**src/design/tap_params.svh**
```systemverilog
// constants for the transactional abort profiling block
// Behaviour
// RULE1: interrupt inside a region forces an abort
// RULE2: counter two takes both filters; others in-tx only
// RULE3: separate abort sampling events per elision style
// RULE4: record carries abort site pointer
// RULE5: taking a sample never causes an abort
// RULE6: low 32 info bits hold last region cycles
// RULE7: instruction abort sets bit 34 with address
// RULE8: exceptions and page faults count as instruction aborts
// RULE9: non-instruction abort sets bit 35
// RULE10: data conflict sets bit 37 plus bit 35
// RULE11: capacity overflow sets bit 38 or 39
// RULE12: conflict may report any instruction in region
// RULE13: explicit abort operand goes to accumulator register
// RULE14: explicit abort operand also in the record
// RULE15: software codes ff, fe, fd; f0-fc reserved
// RULE16: exactly one of bits 34/35; others clear
`ifndef TAP_PARAMS_SVH
`define TAP_PARAMS_SVH

// ***********************************
// widths and counts
// ***********************************
`define TAP_IP_W          64
`define TAP_INFO_W        64
`define TAP_CYC_W         32
`define TAP_CNT_W         48
`define TAP_NUM_GP        4
`define TAP_TXCP_CTR      2
`define TAP_CNT_RST       48'h0000_0000_0000

// ***********************************
// abort information field positions
// ***********************************
`define TAP_BIT_INSTR     34
`define TAP_BIT_NONINSTR  35
`define TAP_BIT_CONFLICT  37
`define TAP_BIT_CAP_WR    38
`define TAP_BIT_CAP_RD    39

// ***********************************
// accumulator status layout on abort
// ***********************************
`define TAP_EAX_EXPLICIT  0
`define TAP_EAX_CONFLICT  2
`define TAP_EAX_CAPACITY  3
`define TAP_EAX_CODE_LSB  24
`define TAP_EAX_RST       32'h0000_0000

`endif

```
**src/design/tap_pkg.sv**
```systemverilog
// types shared by the transactional abort profiling block
`include "tap_params.svh"
package tap_pkg;

	typedef enum logic [2:0] {
		TAP_CAUSE_INSTR,
		TAP_CAUSE_EXCEPTION,
		TAP_CAUSE_EXPLICIT,
		TAP_CAUSE_CONFLICT,
		TAP_CAUSE_CAP_WR,
		TAP_CAUSE_CAP_RD,
		TAP_CAUSE_INTERRUPT,
		TAP_CAUSE_OTHER
	} tap_cause_t;

	typedef enum logic {
		TAP_KIND_ELISION,
		TAP_KIND_RESTRICTED
	} tap_kind_t;

	typedef enum logic [1:0] {
		TAP_ST_IDLE,
		TAP_ST_IN_TX,
		TAP_ST_KILL
	} tap_state_t;

	typedef struct packed {
		logic enable;
		logic cycles_event;
		logic in_tx;
		logic checkpointed_transaction_filter;
	} tap_evsel_t;

	typedef struct packed {
		logic                   valid;
		tap_kind_t              kind;
		tap_cause_t             cause;
		logic [`TAP_IP_W-1:0]   site_ip;
		logic [`TAP_IP_W-1:0]   return_ip;
		logic [7:0]             xabort_imm;
	} tap_abort_t;

	typedef struct packed {
		tap_kind_t              kind;
		logic [`TAP_IP_W-1:0]   abort_site_pointer;
		logic [`TAP_IP_W-1:0]   return_ip;
		logic [`TAP_INFO_W-1:0] abort_info;
		logic [7:0]             xabort_code;
	} tap_sample_t;

endpackage

```
**src/design/tap_abort_classify.sv**
```systemverilog
// builds the abort information word from cause and region cycles
`include "tap_params.svh"
module tap_abort_classify (
	input  wire tap_pkg::tap_cause_t     i_cause,
	input  wire logic [`TAP_CYC_W-1:0]   i_cycles,
	output logic [`TAP_INFO_W-1:0]       o_info
);

	logic is_instr;
	logic is_conflict;
	logic is_cap_wr;
	logic is_cap_rd;

	// exceptions and explicit aborts belong to an instruction
	assign is_instr    = (i_cause == tap_pkg::TAP_CAUSE_INSTR)
		| (i_cause == tap_pkg::TAP_CAUSE_EXCEPTION)                     // see RULE8
		| (i_cause == tap_pkg::TAP_CAUSE_EXPLICIT);
	assign is_conflict = (i_cause == tap_pkg::TAP_CAUSE_CONFLICT);
	assign is_cap_wr   = (i_cause == tap_pkg::TAP_CAUSE_CAP_WR);
	assign is_cap_rd   = (i_cause == tap_pkg::TAP_CAUSE_CAP_RD);

	always_comb begin
		o_info = '0;                                                   // see RULE16
		o_info[`TAP_CYC_W-1:0]     = i_cycles;                         // see RULE6
		o_info[`TAP_BIT_INSTR]     = is_instr;                         // see RULE7
		o_info[`TAP_BIT_NONINSTR]  = ~is_instr;                        // see RULE9
		o_info[`TAP_BIT_CONFLICT]  = is_conflict;                      // see RULE10
		o_info[`TAP_BIT_CAP_WR]    = is_cap_wr;                        // see RULE11
		o_info[`TAP_BIT_CAP_RD]    = is_cap_rd;                        // see RULE11
	end

endmodule // tap_abort_classify

```
**src/design/tap_gp_counter.sv**
```systemverilog
// one general counter with transactional cycle filters
`include "tap_params.svh"
module tap_gp_counter #(
	parameter int CNT_W      = `TAP_CNT_W,
	parameter bit ALLOW_TXCP = 1'b0
) (
	input  wire logic              i_clk_sys,
	input  wire logic              i_rst_n,
	input  wire tap_pkg::tap_evsel_t i_evsel,
	input  wire logic              i_cycle,
	input  wire logic              i_in_tx,
	input  wire logic              i_tx_begin,
	input  wire logic              i_tx_abort,
	input  wire logic              i_clear,
	output logic [CNT_W-1:0]       o_count
);

	logic             txcp_on;
	logic             tx_filter;
	logic             qual;
	logic [CNT_W-1:0] chkpt_r;
	logic [CNT_W-1:0] count_nxt;

	// checkpointed filter honoured only where allowed
	assign txcp_on   = ALLOW_TXCP & i_evsel.checkpointed_transaction_filter;                   // see RULE2
	assign tx_filter = i_evsel.in_tx | txcp_on;                        // see RULE2
	assign qual      = i_evsel.enable & i_evsel.cycles_event & i_cycle
		& (~tx_filter | i_in_tx);
	// with the checkpointed filter on, an aborted region rolls counts back to its entry value
	assign count_nxt = i_clear ? CNT_W'(0) :
		(txcp_on & i_tx_abort) ? chkpt_r :
		qual ? o_count + CNT_W'(1) : o_count;

	always_ff @(posedge i_clk_sys) begin
		if (!i_rst_n) begin
			o_count <= CNT_W'(0);
			chkpt_r <= CNT_W'(0);
		end else begin
			o_count <= count_nxt;
			// save the value before the region's first cycle so a rollback drops all of it
			if (i_tx_begin)
				chkpt_r <= i_clear ? CNT_W'(0) : o_count;
		end
	end

endmodule // tap_gp_counter

```
**src/design/tap_top.sv**
```systemverilog
// transactional abort profiling: cycle filters, abort sampling, fallback status
`include "tap_params.svh"
module tap_top #(
	parameter int CNT_W  = `TAP_CNT_W,
	parameter int NUM_GP = `TAP_NUM_GP
) (
	input  wire logic                          i_clk_sys,
	input  wire logic                          i_rst_n,
	input  wire logic                          i_unhalted,
	input  wire logic                          i_tx_active,
	input  wire tap_pkg::tap_kind_t            i_tx_kind,
	input  wire tap_pkg::tap_abort_t           i_abort,
	input  wire logic                          i_irq_pending,
	input  wire tap_pkg::tap_evsel_t [NUM_GP-1:0] i_evsel,
	input  wire logic [NUM_GP-1:0]             i_cnt_clear,
	input  wire logic                          i_fixed_clear,
	input  wire logic                          i_elision_sample_en,
	input  wire logic                          i_restricted_sample_en,
	output logic [CNT_W-1:0]                   o_fixed_cycle_counter_r,
	output logic [NUM_GP-1:0][CNT_W-1:0]       o_gp_count,
	output logic [NUM_GP-1:0]                  o_txcp_refused_r,
	output logic                               o_in_tx_r,
	output logic                               o_tx_abort_req_r,
	output logic                               o_elision_abort_event_r,
	output logic                               o_restricted_tx_abort_event_r,
	output logic                               o_sample_valid_r,
	output tap_pkg::tap_sample_t               o_sample_r,
	output logic                               o_eax_valid_r,
	output logic [31:0]                        o_fallback_eax_r,
	output logic [CNT_W-1:0]                   o_elision_aborts_r,
	output logic [CNT_W-1:0]                   o_restricted_aborts_r
);

	// ***********************************
	// region tracking
	// ***********************************
	tap_pkg::tap_state_t      state_r;
	tap_pkg::tap_state_t      state_nxt;
	tap_pkg::tap_kind_t       kind_r;
	logic [`TAP_CYC_W-1:0]    cycles_r;
	logic [`TAP_CYC_W-1:0]    cycles_nxt;
	logic                     tx_begin;
	logic                     abort_take;
	logic                     irq_kill;
	logic                     commit;
	logic                     cyc_sat;

	assign tx_begin   = (state_r == tap_pkg::TAP_ST_IDLE) & i_tx_active;
	// aborts outside a region are stale reports and are dropped
	assign abort_take = i_abort.valid & (state_r != tap_pkg::TAP_ST_IDLE);
	// an interrupt inside a region must end it with an abort
	assign irq_kill   = (state_r == tap_pkg::TAP_ST_IN_TX) & i_irq_pending
		& ~i_abort.valid;                                              // see RULE1
	assign commit     = (state_r == tap_pkg::TAP_ST_IN_TX) & ~i_tx_active
		& ~i_abort.valid;
	assign cyc_sat    = &cycles_r;

	always_comb begin
		state_nxt = state_r;
		unique case (state_r)
			tap_pkg::TAP_ST_IDLE: begin
				if (i_tx_active)
					state_nxt = tap_pkg::TAP_ST_IN_TX;
			end
			tap_pkg::TAP_ST_IN_TX: begin
				if (abort_take | commit)
					state_nxt = tap_pkg::TAP_ST_IDLE;
				else if (irq_kill)
					state_nxt = tap_pkg::TAP_ST_KILL;              // see RULE1
			end
			tap_pkg::TAP_ST_KILL: begin
				if (abort_take)
					state_nxt = tap_pkg::TAP_ST_IDLE;
			end
		endcase
	end

	// cycles of the current region, set to one on entry, saturating
	assign cycles_nxt = tx_begin ? `TAP_CYC_W'(1) :
		((state_r != tap_pkg::TAP_ST_IDLE) & ~cyc_sat) ?
		cycles_r + `TAP_CYC_W'(1) : cycles_r;                         // see RULE6

	always_ff @(posedge i_clk_sys) begin
		if (!i_rst_n) begin
			state_r  <= tap_pkg::TAP_ST_IDLE;
			cycles_r <= '0;
			kind_r   <= tap_pkg::TAP_KIND_ELISION;
		end else begin
			state_r  <= state_nxt;
			cycles_r <= cycles_nxt;
			if (tx_begin)
				kind_r <= i_tx_kind;
		end
	end

	// request held until the core reports the abort; sampling never drives it
	always_ff @(posedge i_clk_sys) begin
		if (!i_rst_n) begin
			o_tx_abort_req_r <= 1'b0;
			o_in_tx_r        <= 1'b0;
		end else begin
			o_tx_abort_req_r <= (state_nxt == tap_pkg::TAP_ST_KILL);   // see RULE1 RULE5
			o_in_tx_r        <= (state_nxt != tap_pkg::TAP_ST_IDLE);
		end
	end

	// ***********************************
	// cycle counters
	// ***********************************
	logic [CNT_W-1:0] fixed_nxt;

	assign fixed_nxt = i_fixed_clear ? CNT_W'(0) :
		i_unhalted ? o_fixed_cycle_counter_r + CNT_W'(1) :
		o_fixed_cycle_counter_r;

	always_ff @(posedge i_clk_sys) begin
		if (!i_rst_n)
			o_fixed_cycle_counter_r <= `TAP_CNT_RST;
		else
			o_fixed_cycle_counter_r <= fixed_nxt;
	end

	genvar g;
	generate
		for (g = 0; g < NUM_GP; g++) begin : g_gp
			localparam bit TXCP_OK = (g == `TAP_TXCP_CTR);
			tap_gp_counter #(
				.CNT_W      (CNT_W),
				.ALLOW_TXCP (TXCP_OK)                                  // see RULE2
			) u_cnt (
				.i_clk_sys  (i_clk_sys),
				.i_rst_n    (i_rst_n),
				.i_evsel    (i_evsel[g]),
				.i_cycle    (i_unhalted),
				.i_in_tx    (i_tx_active),
				.i_tx_begin (tx_begin),
				.i_tx_abort (abort_take),
				.i_clear    (i_cnt_clear[g]),
				.o_count    (o_gp_count[g])
			);
			// status: a checkpoint filter asked of a counter that ignores it
			always_ff @(posedge i_clk_sys) begin
				if (!i_rst_n)
					o_txcp_refused_r[g] <= 1'b0;
				else
					o_txcp_refused_r[g] <= i_evsel[g].checkpointed_transaction_filter & ~TXCP_OK; // see RULE2
			end
		end
	endgenerate

	// ***********************************
	// abort events and precise samples
	// ***********************************
	logic [`TAP_INFO_W-1:0] info;
	tap_pkg::tap_kind_t     abort_kind;
	logic                   is_elision;
	logic                   is_restricted;
	logic                   sample_fire;
	tap_pkg::tap_sample_t   sample_nxt;

	tap_abort_classify u_class (
		.i_cause  (i_abort.cause),
		.i_cycles (cycles_r),
		.o_info   (info)
	);

	assign abort_kind    = kind_r;
	assign is_elision    = abort_take & (abort_kind == tap_pkg::TAP_KIND_ELISION);
	assign is_restricted = abort_take & (abort_kind == tap_pkg::TAP_KIND_RESTRICTED);
	assign sample_fire   = (is_elision & i_elision_sample_en)
		| (is_restricted & i_restricted_sample_en);                   // see RULE3

	// site pointer is whatever instruction the core blamed, even for conflicts
	assign sample_nxt.kind               = abort_kind;
	assign sample_nxt.abort_site_pointer = i_abort.site_ip;            // see RULE4 RULE12
	assign sample_nxt.return_ip          = i_abort.return_ip;
	assign sample_nxt.abort_info         = info;                       // see RULE6
	assign sample_nxt.xabort_code        = (is_restricted
		& (i_abort.cause == tap_pkg::TAP_CAUSE_EXPLICIT)) ?
		i_abort.xabort_imm : 8'h00;                                    // see RULE14

	always_ff @(posedge i_clk_sys) begin
		if (!i_rst_n) begin
			o_elision_abort_event_r       <= 1'b0;
			o_restricted_tx_abort_event_r <= 1'b0;
			o_sample_valid_r              <= 1'b0;
			o_sample_r                    <= '0;
		end else begin
			o_elision_abort_event_r       <= is_elision;               // see RULE3
			o_restricted_tx_abort_event_r <= is_restricted;            // see RULE3
			o_sample_valid_r              <= sample_fire;
			if (sample_fire)
				o_sample_r <= sample_nxt;
		end
	end

	// per-style abort totals
	always_ff @(posedge i_clk_sys) begin
		if (!i_rst_n) begin
			o_elision_aborts_r    <= `TAP_CNT_RST;
			o_restricted_aborts_r <= `TAP_CNT_RST;
		end else begin
			if (is_elision)
				o_elision_aborts_r <= o_elision_aborts_r + CNT_W'(1);
			if (is_restricted)
				o_restricted_aborts_r <= o_restricted_aborts_r + CNT_W'(1);
		end
	end

	// ***********************************
	// fallback handler status
	// ***********************************
	logic [31:0] eax_nxt;
	logic        cap_cause;

	assign cap_cause = (i_abort.cause == tap_pkg::TAP_CAUSE_CAP_WR)
		| (i_abort.cause == tap_pkg::TAP_CAUSE_CAP_RD);

	// software code convention (ff/fe/fd, f0-fc reserved) passes through untouched
	always_comb begin
		eax_nxt = `TAP_EAX_RST;
		if (i_abort.cause == tap_pkg::TAP_CAUSE_EXPLICIT) begin
			eax_nxt[`TAP_EAX_EXPLICIT] = 1'b1;
			eax_nxt[`TAP_EAX_CODE_LSB +: 8] = i_abort.xabort_imm;    // see RULE13 RULE15
		end
		eax_nxt[`TAP_EAX_CONFLICT] = (i_abort.cause == tap_pkg::TAP_CAUSE_CONFLICT);
		eax_nxt[`TAP_EAX_CAPACITY] = cap_cause;
	end

	always_ff @(posedge i_clk_sys) begin
		if (!i_rst_n) begin
			o_eax_valid_r    <= 1'b0;
			o_fallback_eax_r <= `TAP_EAX_RST;
		end else begin
			o_eax_valid_r <= is_restricted;
			if (is_restricted)
				o_fallback_eax_r <= eax_nxt;                           // see RULE13
		end
	end

endmodule // tap_top

```
**config.mk**
```make
export PLATFORM = sky130hd
export DESIGN_NAME = tap_top
export DESIGN_NICKNAME = d
export VERILOG_FILES = /design/src/design/tap_pkg.sv /design/src/design/tap_abort_classify.sv /design/src/design/tap_gp_counter.sv /design/src/design/tap_top.sv
export VERILOG_INCLUDE_DIRS = /design/src /design/src/design
export SDC_FILE = /design/constraint.sdc
export NUM_CORES = 1
export LEC_CHECK = 0
export BUFFER_PORTS_ARGS = -buffer_cell sky130_fd_sc_hd__buf_4
export CAP_MARGIN = 20
export CELL_PAD_IN_SITES_DETAIL_PLACEMENT = 1
export CELL_PAD_IN_SITES_GLOBAL_PLACEMENT = 2
export CORE_MARGIN = 3
export CORE_UTILIZATION = 32
export CTS_CLUSTER_SIZE = 25
export DETAILED_ROUTE_END_ITERATION = 10
export PLACE_DENSITY = 0.9
export SETUP_SLACK_MARGIN = 0.2
export SLEW_MARGIN = 0
export SYNTH_ARGS = -nofsm -noshare
export SYNTH_HDL_FRONTEND = slang
export SYNTH_SLANG_ARGS = --single-unit
```
**constraint.sdc**
```tcl
create_clock -name i_clk_sys -period 4.7 [get_ports i_clk_sys]
set_clock_uncertainty 0.05 [all_clocks]
set_input_delay 0.235 -clock i_clk_sys [delete_from_list [all_inputs] [get_ports i_clk_sys]]
set_output_delay 0.235 -clock i_clk_sys [all_outputs]
set_load 0.05 [all_outputs]
```
* Word level (Yosys, flattened, before mapping)
Cells that the tools add are included.
** Word-level totals
- Bits in registers :: 612
- Input bits :: 170
- Output and inout bits :: 579
- Word-level logic and storage cells :: 113
** Operators by class
- Add/subtract/negate cells :: 8
- Eq/ne operators :: 8
- Multiplexer cells :: 13
- Bitwise logic cells :: 45
- Reduce and logical (&&, ||, !) cells :: 13
** Operators by type and width (number)
- adder 48 x 1 -> 48 bit, second input constant :: 7
- two-way mux 48 bit :: 3
- adder 32 x 1 -> 32 bit, second input constant :: 1
- AND reduction 32 bit :: 1
- bitwise AND 1 bit :: 25
- two-way mux 8 bit :: 2
- OR reduction 2 bit :: 6
- inverter 1 bit :: 10
- bitwise OR 1 bit :: 10
- two-way mux 2 bit :: 4
- nonzero test 2 bit :: 4
- equality test 3 x 2 -> 1 bit, second input constant :: 2
- equality test 3 bit, second input constant :: 2
- case mux 2 bit (3 select lines) :: 1
- equality test 2 bit, second input constant :: 2
- equality test 3 x 1 -> 1 bit, second input constant :: 1
- logical NOT 3 bit :: 1
- two-way mux 1 bit :: 3
- equality test 2 x 1 -> 1 bit, second input constant :: 1
- logical NOT 2 bit :: 1

* Longest topological paths before layout
Gate-level depths: netlist of the first run.
- Word-level depth :: 7
- Depth in mapped cells :: 10
- Depth with buffers taken out :: 7

* By module
A second synthesis of the first run with hierarchy kept.
** Unflattened totals
- Cell total of the unflattened synthesis :: 3355
- Area total of the unflattened synthesis :: 28008.1 µm²
** By module, submodules not included
- tap_top :: times used 1, cells each 1980, area an instance 16097.9 µm², seq. area each 7987.7 µm²
- tap_gp_counter (g_gp[0].u_cnt ...) :: times used 3, cells each 276, area an instance 2354.8 µm², seq. area each 960.9 µm²
- tap_gp_counter (g_gp[2].u_cnt) :: times used 1, cells each 478, area an instance 4325.4 µm², seq. area each 1921.8 µm²
- tap_abort_classify :: times used 1, cells each 69, area an instance 520.5 µm², seq. area each 0.0 µm²

* Worst setup path after synthesis of the first run
Ideal clock, no wire load.
- Kind :: register -> register
- Start :: reg g_gp[1].u_cnt.o_count[6]
- End :: reg g_gp[1].u_cnt.o_count[46]
- Setup time :: 0.071 ns
- Data arrival time :: 2.582 ns
- Data required time :: 4.579 ns
- Slack :: 1.998 ns
- Cell stages (with the launch flop) :: 7
- Period minus slack after synthesis :: 2.702 ns
- Path through :: dfxtp_1 -> nand4_2 -> or4_4 -> or3_4 -> buf_6 -> or4_1 -> a21oi_1
** On the way
- Word-level cells in the longest chain between the ends :: 1
** Ends and longest elaborated chain
- start: declaration :: RTL line tap_gp_counter.sv:15 : output logic [CNT_W-1:0] o_count
- start signal: assignment :: RTL line tap_gp_counter.sv:39 : o_count <= count_nxt;
- adder 48 x 1 -> 48 bit :: RTL line tap_gp_counter.sv:32 : qual ? o_count + CNT_W'(1) : o_count;
No other way between the ends.
A chain may end at the register's enable or synchronous reset.

* Worst setup path in the final report of the first run
- Start :: reg state_r[1]
- End :: reg o_elision_aborts_r[40]
** On the way
- Word-level cells in the longest chain between the ends :: 3
** Ends and longest elaborated chain
- start: declaration :: RTL line tap_top.sv:37 : tap_pkg::tap_state_t state_r;
- start signal: assignment :: RTL line tap_top.sv:85 : state_r <= tap_pkg::TAP_ST_IDLE;
- start signal: assignment :: RTL line tap_top.sv:89 : state_r <= state_nxt;
- nonzero test 2 bit :: RTL line tap_top.sv:50 : assign abort_take = i_abort.valid & (state_r != tap_pkg::TAP_ST_IDLE);
- bitwise AND 1 bit :: RTL line tap_top.sv:50
- bitwise AND 1 bit :: RTL line tap_top.sv:168 : assign is_elision = abort_take & (abort_kind == tap_pkg::TAP_KIND_ELISION);
- end signal: assignment :: RTL line tap_top.sv:200 : o_elision_aborts_r <= `TAP_CNT_RST;
- end signal: assignment :: RTL line tap_top.sv:204 : o_elision_aborts_r <= o_elision_aborts_r + CNT_W'(1);
- end: declaration :: RTL line tap_top.sv:30 : output logic [CNT_W-1:0] o_elision_aborts_r,
No other way between the ends.

==> results of run 1 <==
[synthesized netlist by cell type (all sizes together) (4+ instances only)]
cell type    n  area (um^2)
a211oi      11         82.6
a21o         6         45.0
a21oi      355         1780
a22o        48          420
a22oi        9         67.6
a31oi       10         62.6
and2        22          138
and3        41          257
and4        45          394
buf         69          464
clkbuf     160          601
dfxtp      612        12300
ha          12          150
inv         63          236
nand2      474         1780
nand2b      11         68.8
nand3      141          718
nand3b       5         37.5
nand4      110          701
nand4b       5         43.8
nor2       218          818
nor2b        7         43.8
nor3        48          255
nor3b        4         30.0
nor4        72          457
nor4b        5         50.0
o211ai       5         37.5
o21a         9         67.6
o21ai      126          631
o31ai       60          450
o41ai        4         35.0
or2          4         25.0
or3         83          534
or4         69          526
xnor2      121         1060
xor2        73          639
[kinds of logic after synthesis]
group,Yosys count,synth area share (%)
adder cells (fa/ha/maj),12,0.571
buffers and inverters,292,4.95
AND/OR/NAND/NOR,1378,26.7
AO/OA/AOI/OAI,660,14.6
flip-flops,612,46.6
XOR/XNOR,194,6.46
other,1,0.0143
multiplexers,4,0.157
[routing by layer]
layer / GRT usage, % / up-vias
met1: 27.1 / 12900
met4: 9.60 / 0
met5: 0 / -
met2: 39.8 / 682
met3: 7.26 / 213
li1: - / 12600
[worst max-delay path by stage]
stage          slack (ps)                         to                      from  cells past startpoint
2_1_floorplan        2000  g_gp[1].u_cnt.o_count[46]  g_gp[1].u_cnt.o_count[6]                      6
4_1_cts              1180     o_elision_aborts_r[40]                state_r[1]                      7
3_5_place_dp         1220     o_elision_aborts_r[40]                state_r[1]                      7
5_1_grt               900     o_elision_aborts_r[40]                state_r[0]                      7
3_3_place_gp         1320     o_elision_aborts_r[42]                state_r[0]                      7
6_report             1210     o_elision_aborts_r[40]                state_r[1]                      7
[report_power, final]
group	switching (mW)	leakage (nW)	internal (mW)
logic	0.571	7.20	0.297
registers	0.0406	4.94	5.24
clock network	2.35	1.22	3.46
[critical path, delay by kind of cell (launching register included)]
kind / cells / cell delay (ps)
buffers and inverters: 1 / 90
flip-flops: 1 / 360
adder cells (fa/ha/maj): 1 / 430
AND/OR/NAND/NOR: 4 / 2320
AO/OA/AOI/OAI: 1 / 150
[cell type report]
type                    count  share of cell area, %
multi-input cells        2297                   35.7
flip-flops and latches    612                   33.8
repair buffers            880                   19.4
clock buffers             108                   6.15
well taps                1060                   3.65
inverters                  63                  0.672
clock inverters            20                  0.624
diodes                      8                 0.0551
[sequential cells by signal, summed over array words and instances, names as in the netlist, 2 cells and up]
| name | count |
|---|---|
| g_gp.u_cnt.o_count | 192 |
| cycles_r | 32 |
| o_restricted_aborts_r | 48 |
| o_fixed_cycle_counter_r | 48 |
| o_sample_r | 174 |
| state_r | 2 |
| o_fallback_eax_r | 11 |
| g_gp.u_cnt.chkpt_r | 48 |
| o_elision_aborts_r | 48 |
| o_txcp_refused_r | 3 |
[per-stage QoR]
| step | power (mW) | hold WS (ps) | worst slack, ps |
|---|---|---|---|
| floorplan | 5.86 | 312 | 2000 |
| global placement | 6.13 | 392 | 1320 |
| detailed placement | 6.13 | 397 | 1220 |
| CTS | 12.1 | 5.40 | 1180 |
| global route | 12.4 | 35.6 | 899 |
| finish | 12.0 | 57.8 | 1210 |
[repair_timing]
action | CTS | global route
endpoints found under the hold margin | 172 | 1
buffers inserted | 0 | 0
hold buffers | 154 | 1
gates resized for setup | 0 | 0
==> flow_summary_export.csv, run 1 <==
group,metric,value,unit
status,status,"finished, final reports clean",
power,p_per_area,329,mW/mm^2
timing,tightest_slew,1060,ps
detailed_routing,routed_wl,105000,um
final_layout,layout.cells.non_filler,5048,
timing,fin_tns_setup,0,ps
final_layout,synthToLayoutAreaGrowth,38.1,%
floorplan,die_area,0.0856,mm^2
critical_path,crit_arrival,3970,ps
hold_path,hold_path.class,"in -> reg",
grt,grt_pass1_vias,26700,
final_layout,layout.cells.most_common,"buf_4",
clocking,numCtsBuffers,73,
final_layout,finish.utilization,44.8,%
grt,grt_pass1_wl,160000,um
final_layout,fillCellCount,9588,
timing,timing.final.crit_share,74.1,%
job,cap_violations,0,
critical_path,end_kind,"flop",
critical_path,crit_required,5180,ps
final_layout,nNetsFinal,4109,
clocking,clock_latency,610,ps
detailed_routing,num_vias,26400,
grt,grt_usage,23.3,%
critical_path,worstPathCellList,"inv_1 > ha_1 > nand4bb_1 > nor4_1 > nand4_1 > or4_1 > a21oi_1",
floorplan,num_rows,104,
grt,grt_overflow,0,
timing,setup_viol,0,
synthesis,synthArstFlopShare,0,%
synthesis,synth_seq_area_share,46.6,%
timing,slew_headroom,29.0,%
hold_path,whs_endpoint,"o_elision_aborts_r[37]",
critical_path,rrSetupSlack,1210,ps
detailed_routing,dr.pass1.iters,4,
synthesis,ys.flop_type,"dfxtp_1",
place,port-buffer-count,698,
final_layout,drive_above_1_share,22.0,%
timing,slew_violations,0,
critical_path,timing.rr.end,"o_elision_aborts_r[40]",
detailed_routing,drtIter0Drc,1184,
detailed_routing,vias_per_cell,5.24,
detailed_routing,route.met3.wl,7610,um
detailed_routing,postRouteAntennaNets,0,
floorplan,io_pins,749,
clocking,cts_buffer_depth,3,
critical_path,r2r_cells,7,
floorplan,die_h,293,um
clocking,h-tree-depth,3,
place,hpwl,73000,um
hold_path,hold_path.startpoint,"i_rst_n",
synthesis,synth_cell_type_count,69,
clocking,cts.sinks,612,
detailed_routing,met1_length,42300,um
grt,grt_start_max_net_pins,170,
clocking,cts_tree,"built",
detailed_routing,wl_met2,50700,um
floorplan,die_x,293,um
critical_path,worstSetupPathType,"reg -> reg",
critical_path,startpoint_type,"flop",
critical_path,critical_path.max_fanout,19,
synthesis,synth_area,0.0263,mm^2
critical_path,r2r-start,"state_r[1]",
timing,rsz0062_at_grt,"false",
detailed_routing,drc,0,
final_layout,final_cell_mix,"buf_4, dfxtp_1, nand2_1",
hold_path,holdPathStages,2,
final_layout,register_area,0.0123,mm^2
floorplan,core_area,0.0809,mm^2
place,dp.cells,4756,
final_layout,multi_input_area,0.0130,mm^2
place,gp_congestion,0.837,
grt,antenna_found_initial,9,
synthesis,yosys_warnings,0,
timing,fmax,287,MHz
floorplan,start_util,32.5,%
critical_path,crit_slowest_cell,"nand4_1",
power,peakVddDrop,0.280,mV
clocking,clkTransAtPathRegs,60,ps
timing,period_minus_slack,3490,ps
clocking,clock-root-buffer,"clkbuf_16",
synthesis,netlist_instances,3153,
detailed_routing,top_layer,"met4",
synthesis,synth_area_per_cell,8.34,um^2
synthesis,synth-seq-cells,612,
power,p_leak,13.4,nW
critical_path,critPathMaxStageDelay,680,ps
detailed_routing,wire_per_inst,20.8,um
final_layout,fin_area,0.0363,mm^2
place,placed_area,0.0323,mm^2
timing,hold_viol_final,0,
synthesis,synth_edf_count,0,
No activity file was read; power rests on OpenSTA's default activity.
==> inputs of run 2 (changes only) <==
--- a/config.mk
+++ b/config.mk
@@ -10,11 +10,12 @@
 export CAP_MARGIN = 20
 export CELL_PAD_IN_SITES_DETAIL_PLACEMENT = 1
 export CELL_PAD_IN_SITES_GLOBAL_PLACEMENT = 2
+export CORE_ASPECT_RATIO = 1.5
 export CORE_MARGIN = 3
-export CORE_UTILIZATION = 32
+export CORE_UTILIZATION = 30
 export CTS_CLUSTER_SIZE = 25
 export DETAILED_ROUTE_END_ITERATION = 10
-export PLACE_DENSITY = 0.9
+export PLACE_DENSITY = 0.85
 export SETUP_SLACK_MARGIN = 0.2
 export SLEW_MARGIN = 0
 export SYNTH_ARGS = -nofsm -noshare
==> constraint.sdc (replaced) <==
create_clock -name i_clk_sys -period 3.6 [get_ports i_clk_sys]
set_clock_uncertainty 0.05 [all_clocks]
set_input_delay 0.18 -clock i_clk_sys [delete_from_list [all_inputs] [get_ports i_clk_sys]]
set_output_delay 0.18 -clock i_clk_sys [all_outputs]
set_load 0.05 [all_outputs]
==> run 2 against run 1 <==
  * Clock power rose by 25%
  * Core utilization fell by 2.6 points
  * Die area rose by 6.6%
  * Sequential power rose by 30%
  * Worst setup slack got worse by 690 ps
  * Power rose by 28%
  * Register-to-register slack got worse by 690 ps
  * Final area rose by 0.80%
  * Via count rose by 0.62%
  * Final cell count rose by 2.2%
  * Global-route usage fell by 1.4 points
  * Flip-flop and latch count did not move
==> flow_summary_export.csv, run 2 (synthesis results as in run 1) <==
group,metric,value,unit
critical_path,cpLargestDelayFamily,"buffers and inverters",
critical_path,crit_arrival,3570,ps
grt,grt_usage,21.9,%
critical_path,crit_slowest_cell,"dlygate4sd3_1",
detailed_routing,vias_per_cell,5.16,
critical_path,worstPathCellList,"inv_1 > ha_1 > buf_4 > nor2b_1 > nand2_1 > buf_4 > nor4b_4 > dlygate4sd3_1 > nand3_1 > a21oi_1",
job,cap_violations,0,
final_layout,layout.cells.most_common,"buf_4",
clocking,cts_tree,"built",
floorplan,num_rows,132,
power,finalPower,15.3,mW
grt,antenna_found_initial,8,
clocking,clock-root-buffer,"clkbuf_16",
timing,rsz0062_at_grt,"false",
detailed_routing,drc,0,
timing,hold_viol_final,0,
final_layout,nNetsFinal,4142,
floorplan,die_area,0.0913,mm^2
detailed_routing,routed_wl,105000,um
hold_path,hold_path.class,"in -> reg",
power,peakVddDrop,0.376,mV
clocking,cts.sinks,612,
critical_path,path_buf_inv,4,
grt,grt_overflow,0,
timing,period_minus_slack,3070,ps
final_layout,synthToLayoutAreaGrowth,39.2,%
floorplan,io_pins,749,
clocking,cts_buffer_depth,3,
detailed_routing,num_vias,26600,
final_layout,fillCellCount,10300,
place,port-buffer-count,698,
final_layout,layout.cells.non_filler,5158,
timing,timing.final.crit_share,85.3,%
critical_path,worstSetupPathType,"reg -> reg",
clocking,cts.repair.resized,0,
final_layout,largest_reg_flops,192,
place,gp_congestion,0.831,
timing,tightest_slew,973,ps
floorplan,die_h,369,um
place,hpwl,75000,um
grt,grt_start_max_net_pins,132,
clocking,numCtsBuffers,68,
detailed_routing,postRouteAntennaNets,0,
final_layout,drive_above_1_share,22.1,%
floorplan,start_util,30.3,%
final_layout,top_regs,"g_gp.u_cnt.o_count x192, o_sample_r x174",
grt,grt_pass1_wl,159000,um
clocking,clkTransAtPathRegs,60,ps
timing,slew_headroom,35.1,%
clocking,h-tree-depth,3,
detailed_routing,dr.pass1.iters,4,
clocking,clock_latency,630,ps
critical_path,cpMostUsedCell,"buf_4",
status,status,"finished, final reports clean",
final_layout,final_cell_mix,"buf_4, dfxtp_1, nand2_1",
critical_path,critical_path.max_fanout,15,
place,dp.cells,4861,
critical_path,startpoint_type,"flop",
timing,fin_tns_setup,0,ps
timing,setup_viol,0,
power,p_leak,13.4,nW
power,p_per_area,418,mW/mm^2
final_layout,largest_register,"g_gp.u_cnt.o_count",
detailed_routing,wire_per_inst,20.3,um
timing,fin_hold_ws,68.2,ps
timing,slew_violations,0,
final_layout,register_area,0.0123,mm^2
grt,grt_pass1_vias,26700,
critical_path,crit_required,4090,ps
floorplan,core_area,0.0867,mm^2
detailed_routing,drtIter0Drc,1004,
final_layout,multi_input_area,0.0130,mm^2
critical_path,end_kind,"flop",
critical_path,critPathMaxStageDelay,650,ps
timing,fmax,326,MHz
floorplan,die_x,248,um
## run 2: changes by cell type in the layout (fill, tap and decap cells not counted), sizes merged
cell / previous run / this run
buf: 725 / 750
clkbuf: 108 / 109
clkinvlp: 1 / 2
inv: 64 / 67
dlygate4sd3: 155 / 168
clkinv: 15 / 4
diode: 8 / 7
## run 2: repair_timing
| action | 4_1_cts | 5_1_grt |
|---|---|---|
| setup buffers | 0 | 0 |
| hold buffers | 168 | 0 |
| hold endpoints to repair | 196 | 0 |
## run 2: per-layer routing
layer  track usage (%)  routed length, um
met5                 0                  0
met4              10.0               4580
met2              38.6              52000
met1              24.1              39900
met3              6.46               7980
## run 2: layout make-up
cell class | count | share of cell area (%)
Clock inverter | 13 | 0.509
Inverter | 63 | 0.667
Clock buffer | 109 | 5.77
Multi-Input combinational cell | 2297 | 35.4
Sequential cell | 612 | 33.5
Antenna cell | 7 | 0.0479
Tap cell | 1139 | 3.89
Timing Repair Buffer | 918 | 20.2
## run 2: worst register-to-register path, delay by kind of cell (launching register included)
family                     cells  cell delay [ps]
AOI/OAI and AO/OA              1              150
buffers and inverters          4             1220
DFF                            1              380
adders and majority gates      1              250
and+or+nand+nor                4              960
## run 2: report_power, final
| part | internal [mW] | switching [mW] |
|---|---|---|
| logic | 0.405 | 0.746 |
| registers | 6.83 | 0.0498 |
| clock network | 4.26 | 3.01 |
| total | 11.5 | 3.80 |
## run 2: worst paths after layout
kind                            cells after the start  slack (ps)                  endpoint            start
worst max-delay path                               10         530             o_sample_r[7]       state_r[1]
worst min-delay path                                5          70  g_gp[1].u_cnt.o_count[0]       i_evsel[5]
worst max register to register                     10         530             o_sample_r[7]       state_r[1]
worst min register to register                      2         400           o_sample_r[142]  o_sample_r[142]
## run 2: per-stage QoR
| stage | instance area (um^2) | util (%) | setup WS (ps) |
|---|---|---|---|
| 6_report | 36600 | 42.2 | 528 |
| 5_1_grt | 36600 | 42.2 | 290 |
| 4_1_cts | 36600 | 42.2 | 521 |
| 3_5_place_dp | 32600 | 37.6 | 741 |
| 3_3_place_gp | 32600 | 37.6 | 824 |
| 2_1_floorplan | 26500 | - | 898 |
